===== config.mk =====
export PLATFORM = sky130hd
export DESIGN_NAME = mcu_interrupt_prioritizer
export DESIGN_NICKNAME = d
export VERILOG_FILES = /design/src/logic/mcu_interrupt_prioritizer.v
export VERILOG_INCLUDE_DIRS = /design/src /design/src/logic
export SDC_FILE = /design/constraint.sdc
export NUM_CORES = 1
export LEC_CHECK = 0
export BUFFER_PORTS_ARGS = -buffer_cell sky130_fd_sc_hd__buf_2
export CELL_PAD_IN_SITES_DETAIL_PLACEMENT = 0
export CELL_PAD_IN_SITES_GLOBAL_PLACEMENT = 1
export CORE_MARGIN = 2
export CORE_UTILIZATION = 31
export CTS_CLUSTER_DIAMETER = 60
export DETAILED_ROUTE_END_ITERATION = 6
export PLACE_DENSITY_LB_ADDON = 0.3
export SLEW_MARGIN = 20
export SYNTH_ARGS = -nofsm -noshare
export SYNTH_HDL_FRONTEND = slang
export SYNTH_SLANG_ARGS = --single-unit

===== constraint.sdc =====
create_clock -name mclk -period 2.6 [get_ports mclk]
set_input_delay 0.39 -clock mclk [delete_from_list [all_inputs] [get_ports mclk]]
set_output_delay 0.39 -clock mclk [all_outputs]
set_load 0.01 [all_outputs]

===== src/logic/irq_prio_map.vh =====
// Register map, field positions, reset values and vectors of the interrupt prioritizer
`ifndef IRQ_PRIO_MAP_VH
`define IRQ_PRIO_MAP_VH

// ****************************************
// Register byte addresses
// ****************************************
`define MISC_CTRL_OFS 8'h0c
`define STATUS_OFS 8'h10
`define CAN_EN_OFS 8'h20

// ****************************************
// Miscellaneous control fields
// ****************************************
`define MISC_SENSE_P_BIT 7
`define MISC_SENSE_N_BIT 6
`define MISC_EXT_EN_BIT 3
`define MISC_WO_EN_BIT 0
`define EXT_EN_RESET 1'b0
`define SENSE_P_RESET 1'b0
`define SENSE_N_RESET 1'b0
`define WO_EN_RESET 1'b0
`define CAN_EN_RESET 4'h0

// ****************************************
// Sensitivity codes, {sense_p, sense_n}
// ****************************************
`define SENSE_FALL 2'h0
`define SENSE_LOW 2'h1
`define SENSE_RISE 2'h2
`define SENSE_FALL2 2'h3

// ****************************************
// Source numbers, highest priority first
// ****************************************
`define SRC_RESET 3'h0
`define SRC_TRAP 3'h1
`define SRC_EXT 3'h2
`define SRC_CAP 3'h3
`define SRC_CMP 3'h4
`define SRC_OVF 3'h5
`define SRC_SCI 3'h6
`define SRC_CAN 3'h7

// ****************************************
// Vector pair addresses, first byte
// ****************************************
`define VEC_RESET 16'h3ffe
`define VEC_TRAP 16'h3ffc
`define VEC_EXT 16'h3ffa
`define VEC_CAP 16'h3ff8
`define VEC_CMP 16'h3ff6
`define VEC_OVF 16'h3ff4
`define VEC_SCI 16'h3ff2
`define VEC_CAN 16'h3ff0

// ****************************************
// Sequencer states
// ****************************************
`define ST_IDLE 1'b0
`define ST_REQ 1'b1

`endif


===== src/logic/mcu_interrupt_prioritizer.v =====
// Interrupt prioritizer and external interrupt front end with Avalon-MM registers
// What this block does
// Of several pending requests, the highest fixed priority one goes first.
// Order: reset, trap, external/wired-OR, capture, compare, overflow, serial, CAN.
// Each source has its own fixed two-byte vector pair address.
// The software trap is taken whatever the mask flag; vector pair 3ffc.
// Trap waits for requests pending at its fetch, beats newer ones.
// Mask flag set holds off all maskable requests; clearing releases them.
// Edge latch clears at service start, so one new pulse can latch.
// An edge seen while external enable is off stays latched until enabled.
// Low-level requests are never latched; one edge pulse held at most.
// Pin request needs mask clear, enable set and the chosen sensitivity.
// Enable and both sensitivity bits live in control register 0x0c.
// Taking a request sets the mask, blocking others until serviced.
// Pin and wired-OR requests share vector pair 3ffa.
// Wired-OR uses input port B pins and its pin, needs enable and option.
// An enabled wired-OR input pulled high raises an external request.
// Any reset clears the wired-OR enable bit.
// A wired-OR request wakes the part from stop.
// External enable gates both; pin and wired-OR are OR-ed before sensing.
// Each CAN source has its own enable, except wake-up which is always on.
// Sensitivity bits select falling edge, rising edge or low level.
// Peripheral requests stay while flagged; priority is redone each boundary.
`include "irq_prio_map.vh"

module mcu_interrupt_prioritizer #(
   parameter [0:0] WIRED_OR_BUILT = 1'b1
) (
   input wire mclk,
   input wire reset_n,
   input wire [7:0] avs_address,
   input wire avs_read,
   input wire avs_write,
   input wire [31:0] avs_writedata,
   input wire [3:0] avs_byteenable,
   output wire [31:0] avs_readdata,
   output wire avs_waitrequest,
   input wire irq_n,
   input wire [7:0] port_b_in,
   input wire [7:0] port_b_is_input,
   input wire wired_or_input_pin,
   input wire ccr_mask,
   input wire instr_boundary,
   input wire trap_fetch,
   input wire service_ack,
   input wire capture_flag_one,
   input wire capture_flag_two,
   input wire compare_flag_one,
   input wire compare_flag_two,
   input wire timer_wrap_flag,
   input wire capture_en,
   input wire compare_en,
   input wire wrap_en,
   input wire serial_req,
   input wire [4:0] can_flags,
   output wire irq_request,
   output wire [15:0] vector_addr,
   output wire [2:0] source_id,
   output wire mask_set,
   output wire stop_wake
);

   // ****************************************
   // State
   // ****************************************
   reg wait_q;
   reg [31:0] rdata_q;
   reg ext_en_q;
   reg sense_p_q;
   reg sense_n_q;
   reg wo_en_q;
   reg [3:0] can_en_q;
   reg lvl_prev_q;
   reg ext_latch_q;
   reg reset_pend_q;
   reg trap_pend_q;
   reg [7:0] older_q;
   reg state_q;
   reg [2:0] src_q;
   reg [15:0] vec_q;
   reg mask_set_q;
   reg wake_q;
   reg [31:0] rd_d;
   reg [7:0] misc_rd;
   reg [2:0] win_d;
   reg win_ok_d;
   reg [15:0] vec_d;
   wire req_w;
   wire done_w;
   wire wr_w;
   wire wo_any_w;
   wire lvl_w;
   wire [1:0] sense_w;
   wire low_mode_w;
   wire edge_w;
   wire ext_raw_w;
   wire can_req_w;
   wire [7:0] mreq_w;
   wire [7:0] m_ok_w;
   wire [7:0] pend_w;
   wire [7:0] old_live_w;
   wire take_w;
   wire ack_w;
   // ****************************************
   // Avalon-MM slave
   // ****************************************
   // Every access answers exactly one cycle after it is raised
   assign req_w = avs_read | avs_write;
   assign done_w = req_w & ~wait_q;
   assign wr_w = done_w & avs_write & avs_byteenable[0];
   always @(posedge mclk or negedge reset_n) begin
      if (!reset_n) begin
         wait_q <= 1'b1;
      end else begin
         wait_q <= ~(req_w & wait_q);
      end
   end

   // Read data captured while the request waits, stands at the answer edge
   always @(posedge mclk or negedge reset_n) begin
      if (!reset_n) begin
         rdata_q <= 32'h00000000;
      end else if (avs_read & wait_q) begin
         rdata_q <= rd_d;
      end
   end

   // Control bit assembly, unused bits read zero
   always @* begin
      misc_rd = 8'h00;
      misc_rd[`MISC_SENSE_P_BIT] = sense_p_q;
      misc_rd[`MISC_SENSE_N_BIT] = sense_n_q;
      misc_rd[`MISC_EXT_EN_BIT] = ext_en_q;
      misc_rd[`MISC_WO_EN_BIT] = wo_en_q;
   end

   // Read decode, unmapped addresses answer zero
   always @* begin
      rd_d = 32'h00000000;
      case (avs_address)
         `MISC_CTRL_OFS: begin
            rd_d = {24'h000000, misc_rd};
         end
         `STATUS_OFS: begin
            rd_d = {8'h00, vec_q, pend_w[7:0]};
            rd_d[31] = state_q;
            rd_d[30:28] = src_q;
            rd_d[27] = ext_latch_q;
         end
         `CAN_EN_OFS: begin
            rd_d = {28'h0000000, can_en_q};
         end
         default: begin
            rd_d = 32'h00000000;
         end
      endcase
   end

   // Register writes, only lane 0 carries bits
   always @(posedge mclk or negedge reset_n) begin
      if (!reset_n) begin
         ext_en_q <= `EXT_EN_RESET;
         sense_p_q <= `SENSE_P_RESET;
         sense_n_q <= `SENSE_N_RESET;
         wo_en_q <= `WO_EN_RESET;
         can_en_q <= `CAN_EN_RESET;
      end else if (wr_w) begin
         if (avs_address == `MISC_CTRL_OFS) begin
            ext_en_q <= avs_writedata[`MISC_EXT_EN_BIT];
            sense_p_q <= avs_writedata[`MISC_SENSE_P_BIT];
            sense_n_q <= avs_writedata[`MISC_SENSE_N_BIT];
            wo_en_q <= avs_writedata[`MISC_WO_EN_BIT];
         end
         if (avs_address == `CAN_EN_OFS) begin
            can_en_q <= avs_writedata[3:0];
         end
      end
   end

   assign avs_waitrequest = wait_q;
   assign avs_readdata = rdata_q;
   // ****************************************
   // External and wired-OR front end
   // ****************************************
   // Wired-OR only on pins set as inputs, and only when built in
   assign wo_any_w = WIRED_OR_BUILT & wo_en_q &
      (wired_or_input_pin | (|(port_b_in & port_b_is_input)));

   // Combined request level, high means requesting
   assign lvl_w = ~irq_n | wo_any_w;
   assign sense_w = {sense_p_q, sense_n_q};
   assign low_mode_w = (sense_w == `SENSE_LOW);
   // Edge choice; the spare code falls back to the asserting edge
   assign edge_w = (sense_w == `SENSE_RISE) ? (lvl_prev_q & ~lvl_w) :
      (lvl_w & ~lvl_prev_q);

   always @(posedge mclk or negedge reset_n) begin
      if (!reset_n) begin
         lvl_prev_q <= 1'b0;
      end else begin
         lvl_prev_q <= lvl_w;
      end
   end

   // Single latch, so at most one pulse waits; a new edge beats the clear
   always @(posedge mclk or negedge reset_n) begin
      if (!reset_n) begin
         ext_latch_q <= 1'b0;
      end else if (edge_w & ~low_mode_w) begin
         ext_latch_q <= 1'b1;
      end else if (ack_w & (src_q == `SRC_EXT)) begin
         ext_latch_q <= 1'b0;
      end
   end

   // Latched edge or live low level, both behind the enable
   assign ext_raw_w = ext_en_q &
      (ext_latch_q | (low_mode_w & lvl_w));

   // Stop wake follows the wired-OR request
   always @(posedge mclk or negedge reset_n) begin
      if (!reset_n) begin
         wake_q <= 1'b0;
      end else begin
         wake_q <= wo_any_w;
      end
   end

   // ****************************************
   // Request vector
   // ****************************************
   // Wake-up bypasses the enables
   assign can_req_w = can_flags[4] | (|(can_flags[3:0] & can_en_q));
   // Peripheral requests are levels from their flags
   assign mreq_w[`SRC_RESET] = 1'b0;
   assign mreq_w[`SRC_TRAP] = 1'b0;
   assign mreq_w[`SRC_EXT] = ext_raw_w;
   assign mreq_w[`SRC_CAP] = capture_en & (capture_flag_one | capture_flag_two);
   assign mreq_w[`SRC_CMP] = compare_en & (compare_flag_one | compare_flag_two);
   assign mreq_w[`SRC_OVF] = wrap_en & timer_wrap_flag;
   assign mreq_w[`SRC_SCI] = serial_req;
   assign mreq_w[`SRC_CAN] = can_req_w;
   // Mask flag holds off everything maskable
   assign m_ok_w = mreq_w & {8{~ccr_mask}};
   // Trap and reset ignore the mask
   assign pend_w = m_ok_w | {6'h00, trap_pend_q, reset_pend_q};
   // Requests that were already waiting when the trap was fetched
   assign old_live_w = older_q & m_ok_w;

   // ****************************************
   // Priority choice
   // ****************************************
   // Lowest index wins; loop runs high to low so the last hit stands
   function [2:0] first_set;
      input [7:0] v;
      integer i;
      begin
         first_set = 3'h0;
         for (i = 7; i >= 0; i = i - 1) begin
            if (v[i]) begin
               first_set = i[2:0];
            end
         end
      end
   endfunction

   // Reset first, then older requests ahead of a waiting trap
   always @* begin
      win_ok_d = |pend_w;
      if (reset_pend_q) begin
         win_d = `SRC_RESET;
      end else if (trap_pend_q & (|old_live_w)) begin
         win_d = first_set(old_live_w);
      end else begin
         win_d = first_set(pend_w);
      end
   end

   // Fixed vector per source
   always @* begin
      case (win_d)
         `SRC_RESET: begin
            vec_d = `VEC_RESET;
         end
         `SRC_TRAP: begin
            vec_d = `VEC_TRAP;
         end
         `SRC_EXT: begin
            vec_d = `VEC_EXT;
         end
         `SRC_CAP: begin
            vec_d = `VEC_CAP;
         end
         `SRC_CMP: begin
            vec_d = `VEC_CMP;
         end
         `SRC_OVF: begin
            vec_d = `VEC_OVF;
         end
         `SRC_SCI: begin
            vec_d = `VEC_SCI;
         end
         default: begin
            vec_d = `VEC_CAN;
         end
      endcase
   end

   // ****************************************
   // Service sequencer
   // ****************************************
   // Choice is redone at every instruction boundary; reset needs none
   assign take_w = (state_q == `ST_IDLE) & win_ok_d &
      (instr_boundary | reset_pend_q);
   assign ack_w = (state_q == `ST_REQ) & service_ack;
   always @(posedge mclk or negedge reset_n) begin
      if (!reset_n) begin
         state_q <= `ST_IDLE;
         src_q <= `SRC_RESET;
         vec_q <= `VEC_RESET;
      end else begin
         case (state_q)
            `ST_IDLE: begin
               if (take_w) begin
                  state_q <= `ST_REQ;
                  src_q <= win_d;
                  vec_q <= vec_d;
               end
            end
            `ST_REQ: begin
               if (service_ack) begin
                  state_q <= `ST_IDLE;
               end
            end
            default: begin
               state_q <= `ST_IDLE;
            end
         endcase
      end
   end

   // Mask set pulse one cycle after the stacking start, blocks further requests
   always @(posedge mclk or negedge reset_n) begin
      if (!reset_n) begin
         mask_set_q <= 1'b0;
      end else begin
         mask_set_q <= ack_w;
      end
   end

   // Reset vector owed from reset release until serviced
   always @(posedge mclk or negedge reset_n) begin
      if (!reset_n) begin
         reset_pend_q <= 1'b1;
      end else if (ack_w & (src_q == `SRC_RESET)) begin
         reset_pend_q <= 1'b0;
      end
   end

   // Trap pending from its fetch; a fresh fetch beats the clear
   always @(posedge mclk or negedge reset_n) begin
      if (!reset_n) begin
         trap_pend_q <= 1'b0;
      end else if (trap_fetch) begin
         trap_pend_q <= 1'b1;
      end else if (ack_w & (src_q == `SRC_TRAP)) begin
         trap_pend_q <= 1'b0;
      end
   end

   // Snapshot of older requests, each bit dropped once it is served
   always @(posedge mclk or negedge reset_n) begin
      if (!reset_n) begin
         older_q <= 8'h00;
      end else if (trap_fetch) begin
         older_q <= m_ok_w;
      end else if (ack_w) begin
         if (src_q == `SRC_TRAP) begin
            older_q <= 8'h00;
         end else begin
            older_q <= older_q & ~(8'h01 << src_q);
         end
      end
   end

   // ****************************************
   // Outputs
   // ****************************************
   assign irq_request = state_q;
   assign vector_addr = vec_q;
   assign source_id = src_q;
   assign mask_set = mask_set_q;
   assign stop_wake = wake_q;
endmodule


==> summary by stage <==
Detailed routing
The average routed wire per standard cell is 14.60 um. After detailed routing, the number of remaining DRC violations is 0. The detail route stage leaves a number of antenna-violating nets equal to 0. The first-pass detailed-route iteration total is 4. After the first detailed-routing iteration, the DRC count stood at 118. The detailed router placed 2,130 vias in this run. In the routed layout, each cell is associated on average with a via count of 4.852.

Wires add up to 6.411 mm.

Timing
The minimum period implied by the final worst setup slack is 1.993 ns. After layout, the worst path uses 76.67% of the clock period. Summed over all failing endpoints, the final setup total negative slack is 0 ns.

For the pin with the worst max-slew slack, the measured transition is 0.9609 ns. Derived from the worst setup path, the maximum achievable clock frequency is 501.6 MHz. The worst max-slew margin expressed relative to the limit is 35.79%. Setup violations remaining at the end of the flow were counted as 0. The final-report max-slew violation count is 0. The final-report hold violation count is 0. Clock skew on the completed layout was measured at 0.01112 ns.

Setup repair after global routing left no endpoint under its margin.

Synth
The area of the mapped netlist is 2451 um^2. Summing the areas of all and, or, nand and nor instances in the mapped netlist gives 14.55% of the synthesized area. The mean instance size in the synthesized netlist is 9.464 um^2.

Synthesis handed over a netlist of 259 instances. The commonest cells after synthesis are nand2_1, dfrtp_1, o21ai_0, buf_4. Sequential elements use 46.20% of the synthesized area. The most numerous cell in the Yosys netlist is nand2_1. Summing the areas of all xor and xnor instances in the mapped netlist gives 1.072% of the synthesized area.

The adder-cell share of the synthesized area is 0%. The fraction of registers with async set/reset is 100.0%. The number of synthesized register bits is 45. The synthesized design contains 0 enable-type register cells. Summing the areas of all compound-gate instances in the mapped netlist gives 21.95% of the synthesized area. By area the synthesized netlist is led by dfrtp_1, buf_4, nand2_1. Yosys mapped the design onto 47 distinct sky130hd cell types. dfrtp_1 takes more of the synthesized area than any other cell. By area, the combinational part of the netlist is dominated by compound AO/OA/AOI/OAI gates. For this run, the number of Yosys warnings is 0. The top flip-flop cell by instance count after synthesis is dfrtp_1.

The multiplexer share of the synthesized area is 3.624%. The fraction of post-synthesis cell area in the top cell type by area is 40.84%.

Final layout
The core occupancy in the finished layout is 38.22%. The count of fill cells added during filler insertion is 819. The number of nets in the finished design is 420.

After routing the design area is 2938 um^2. Relative to the synthesized area, the layout overhead comes to 19.86%. Of the cells placed in the final design, the portion with a size suffix greater than 1 is 34.72%.

The repair_antennas step left the layout with diodes totalling 0.

Die
For this configuration, the core starts out at a cell density of 31.88%. The die covers 8634 um^2. The total area inside the core boundary comes to 7687 um^2. The die outline height is 92.92 um. The number of I/O pins is 139.

The cell row count is 32. The width of the die is 92.92 um.

Critical path
The slowest stage of the critical path is the dfrtp_1 cell. The maximum fanout along the worst path is 7. Traced cell by cell, the critical path runs through a222oi_1, buf_4, nand3_1, o21ai_2, o211ai_2, a31oi_2, o21ai_0. The worst register-to-register path has a depth of 7. In this design, the largest share of critical-path delay is due to compound AO/OA/AOI/OAI gates. The worst setup path is of the register to register kind. The worst flop-to-flop path endpoint is irq_request. The startpoint of the worst setup timing path is can_en_q[1]. The category of the worst setup path capture point is a register.

The worst endpoint required time is 2.77 ns. The startpoint of the lowest-slack register-to-register path is can_en_q[1]. STA classifies the critical path startpoint as a register. The critical path crosses 7 cells after its start point. The reg-to-reg setup timing slack is 0.61 ns. The delay contributed by the slowest stage of the critical path is 0.41 ns. The worst path arrival time is 2.16 ns. Counting both buffers and inverters, the worst setup path holds a total of 1.

Worst hold path
The tightest min-delay check is of the input pin to register type. Along the worst hold path, the cell count comes to 2. The endpoint of the worst hold path is avs_waitrequest. The startpoint identified for the worst hold timing path is avs_write.

Clock network
The CTS buffer count is 5. The CTS clock-pin slew for the worst setup and hold paths is 0.09 ns. The maximum level of the CTS H-tree is 2. The clock tree buffer depth is 2. Once the clock tree was built, the setup fixing pass inserted 0 buffers. The post-cts sizing count is 0. The tree is rooted in a clkbuf_8. The clock latency at the later pin of the worst-skew pair is 0.30 ns. TritonCTS built the clock tree. The post-cts hold buffer count is 1. The number of clock sinks seen by CTS is 45.

Placed design
The post-DP HPWL is 5.020 mm. In this run the cell area measured after placement is 2844 um^2. The number of buffer cells added on primary ports is 90. The final RePlAce weighted congestion is 0.8670.

Global routing
Across every metal layer, demand over resource in global routing totals 15.32%. The global-route wire length before repair is 10.29 mm. The number of antenna violations at the first check in global routing was 0.

Entering global routing, the biggest net connects 35 pins. The remaining global-route overflow is 0. The number of global-route vias before repair came to 1,995.

Power and ir drop
The sum of internal, switching and leakage power is 1587 uW. The highest ir drop seen on vdd is 0.0002275 V. The analysis attributes to cell leakage a power of 0.001476 uW.

Dividing total power by cell area gives a power density of 540.3 nW/um^2.

Run
Across the run, the number of max-cap violations was 0.

Outcome
The run finished with clean final reports.
==> layout by cell type, fill, tap and decap left out, types with 2 or more instances in the layout <==
cell and instances:
clkbuf_8 5, xnor2_1 2, mux2_2 7, a32o_1 4, nor2_1 8, nand4_1 2, buf_2 90, nor2b_1 2
a21oi_1 6, nand2_1 42, dfstp_2 5, buf_4 2, dfrtp_1 40, a32oi_1 4, o21ai_0 29, o2bb2ai_1 2
a222oi_1 3, o31ai_1 9, nand3_1 6, a22oi_1 6, clkbuf_1 2, conb_1 19, o31a_1 2, nand2b_1 4
inv_1 10, and4b_1 3
==> flip-flops by register name, summed over array words and instances (netlist names) <==
signal           count
avs_readdata        17
avs_waitrequest      1
can_en_q             4
ext_en_q             1
ext_latch_q          1
irq_request          1
lvl_prev_q           1
mask_set             1
older_q              6
reset_pend_q         1
sense_n_q            1
sense_p_q            1
source_id            3
stop_wake            1
trap_pend_q          1
vector_addr          3
wo_en_q              1
==> final cells by class <==
| type | instances | area, um^2 | share of cell area (%) |
|---|---|---|---|
| flip-flops and latches | 45 | 1132 | 38.54 |
| multi-input cells | 181 | 1081 | 36.80 |
| repair buffers | 93 | 475.5 | 16.18 |
| well taps | 102 | 127.6 | 4.344 |
| clock buffers | 7 | 76.32 | 2.598 |
| inverters | 10 | 37.54 | 1.278 |
| clock inverters | 1 | 7.507 | 0.2555 |
==> metrics by stage <==
stage               cells  hold WS (ns)  setup WS (ns)
CTS                   439        0.2494         0.5737
finish                439        0.2504         0.6066
floorplan             276       0.09441         0.6527
detailed placement    430        0.3147         0.4333
global route          439        0.2610         0.4288
global placement      430        0.3056         0.4320
==> worst reg2reg max path, stage by stage (launching register included) <==
cell      delay, ns
dfrtp_1        0.41
a222oi_1       0.35
buf_4          0.19
nand3_1        0.12
o21ai_2        0.18
o211ai_2       0.13
a31oi_2        0.36
o21ai_0        0.15
==> routing by layer <==
metal | global-route usage, % | wire length [um] | share of wire (%)
met3 | 3.906 | 510 | 8.0
met2 | 22.52 | 2731 | 43
met4 | 3.309 | 49 | 0.76
met1 | 22.67 | 3119 | 49
met5 | 0 | 0 | 0
==> worst max path at each step <==
stage	to	slack [ns]
global route	irq_request	0.43
CTS	irq_request	0.57
global placement	sense_n_q	0.43
floorplan	ext_en_q	0.65
detailed placement	ext_en_q	0.43
finish	irq_request	0.61
==> report_power, final <==
part | switching, uW | internal [uW]
Clock | 231 | 190
Sequential | 73.3 | 759
Combinational | 194 | 139
==> cell families (layout without fill, tap and decap cells) <==
group | Yosys count | count (layout)
flops | 45 | 45
buf+inv | 50 | 111
simple gates | 75 | 75
mux | 8 | 8
other cells | 2 | 19
xor+xnor | 3 | 3
compound gates | 76 | 76
(Power assumes the default switching activity.)
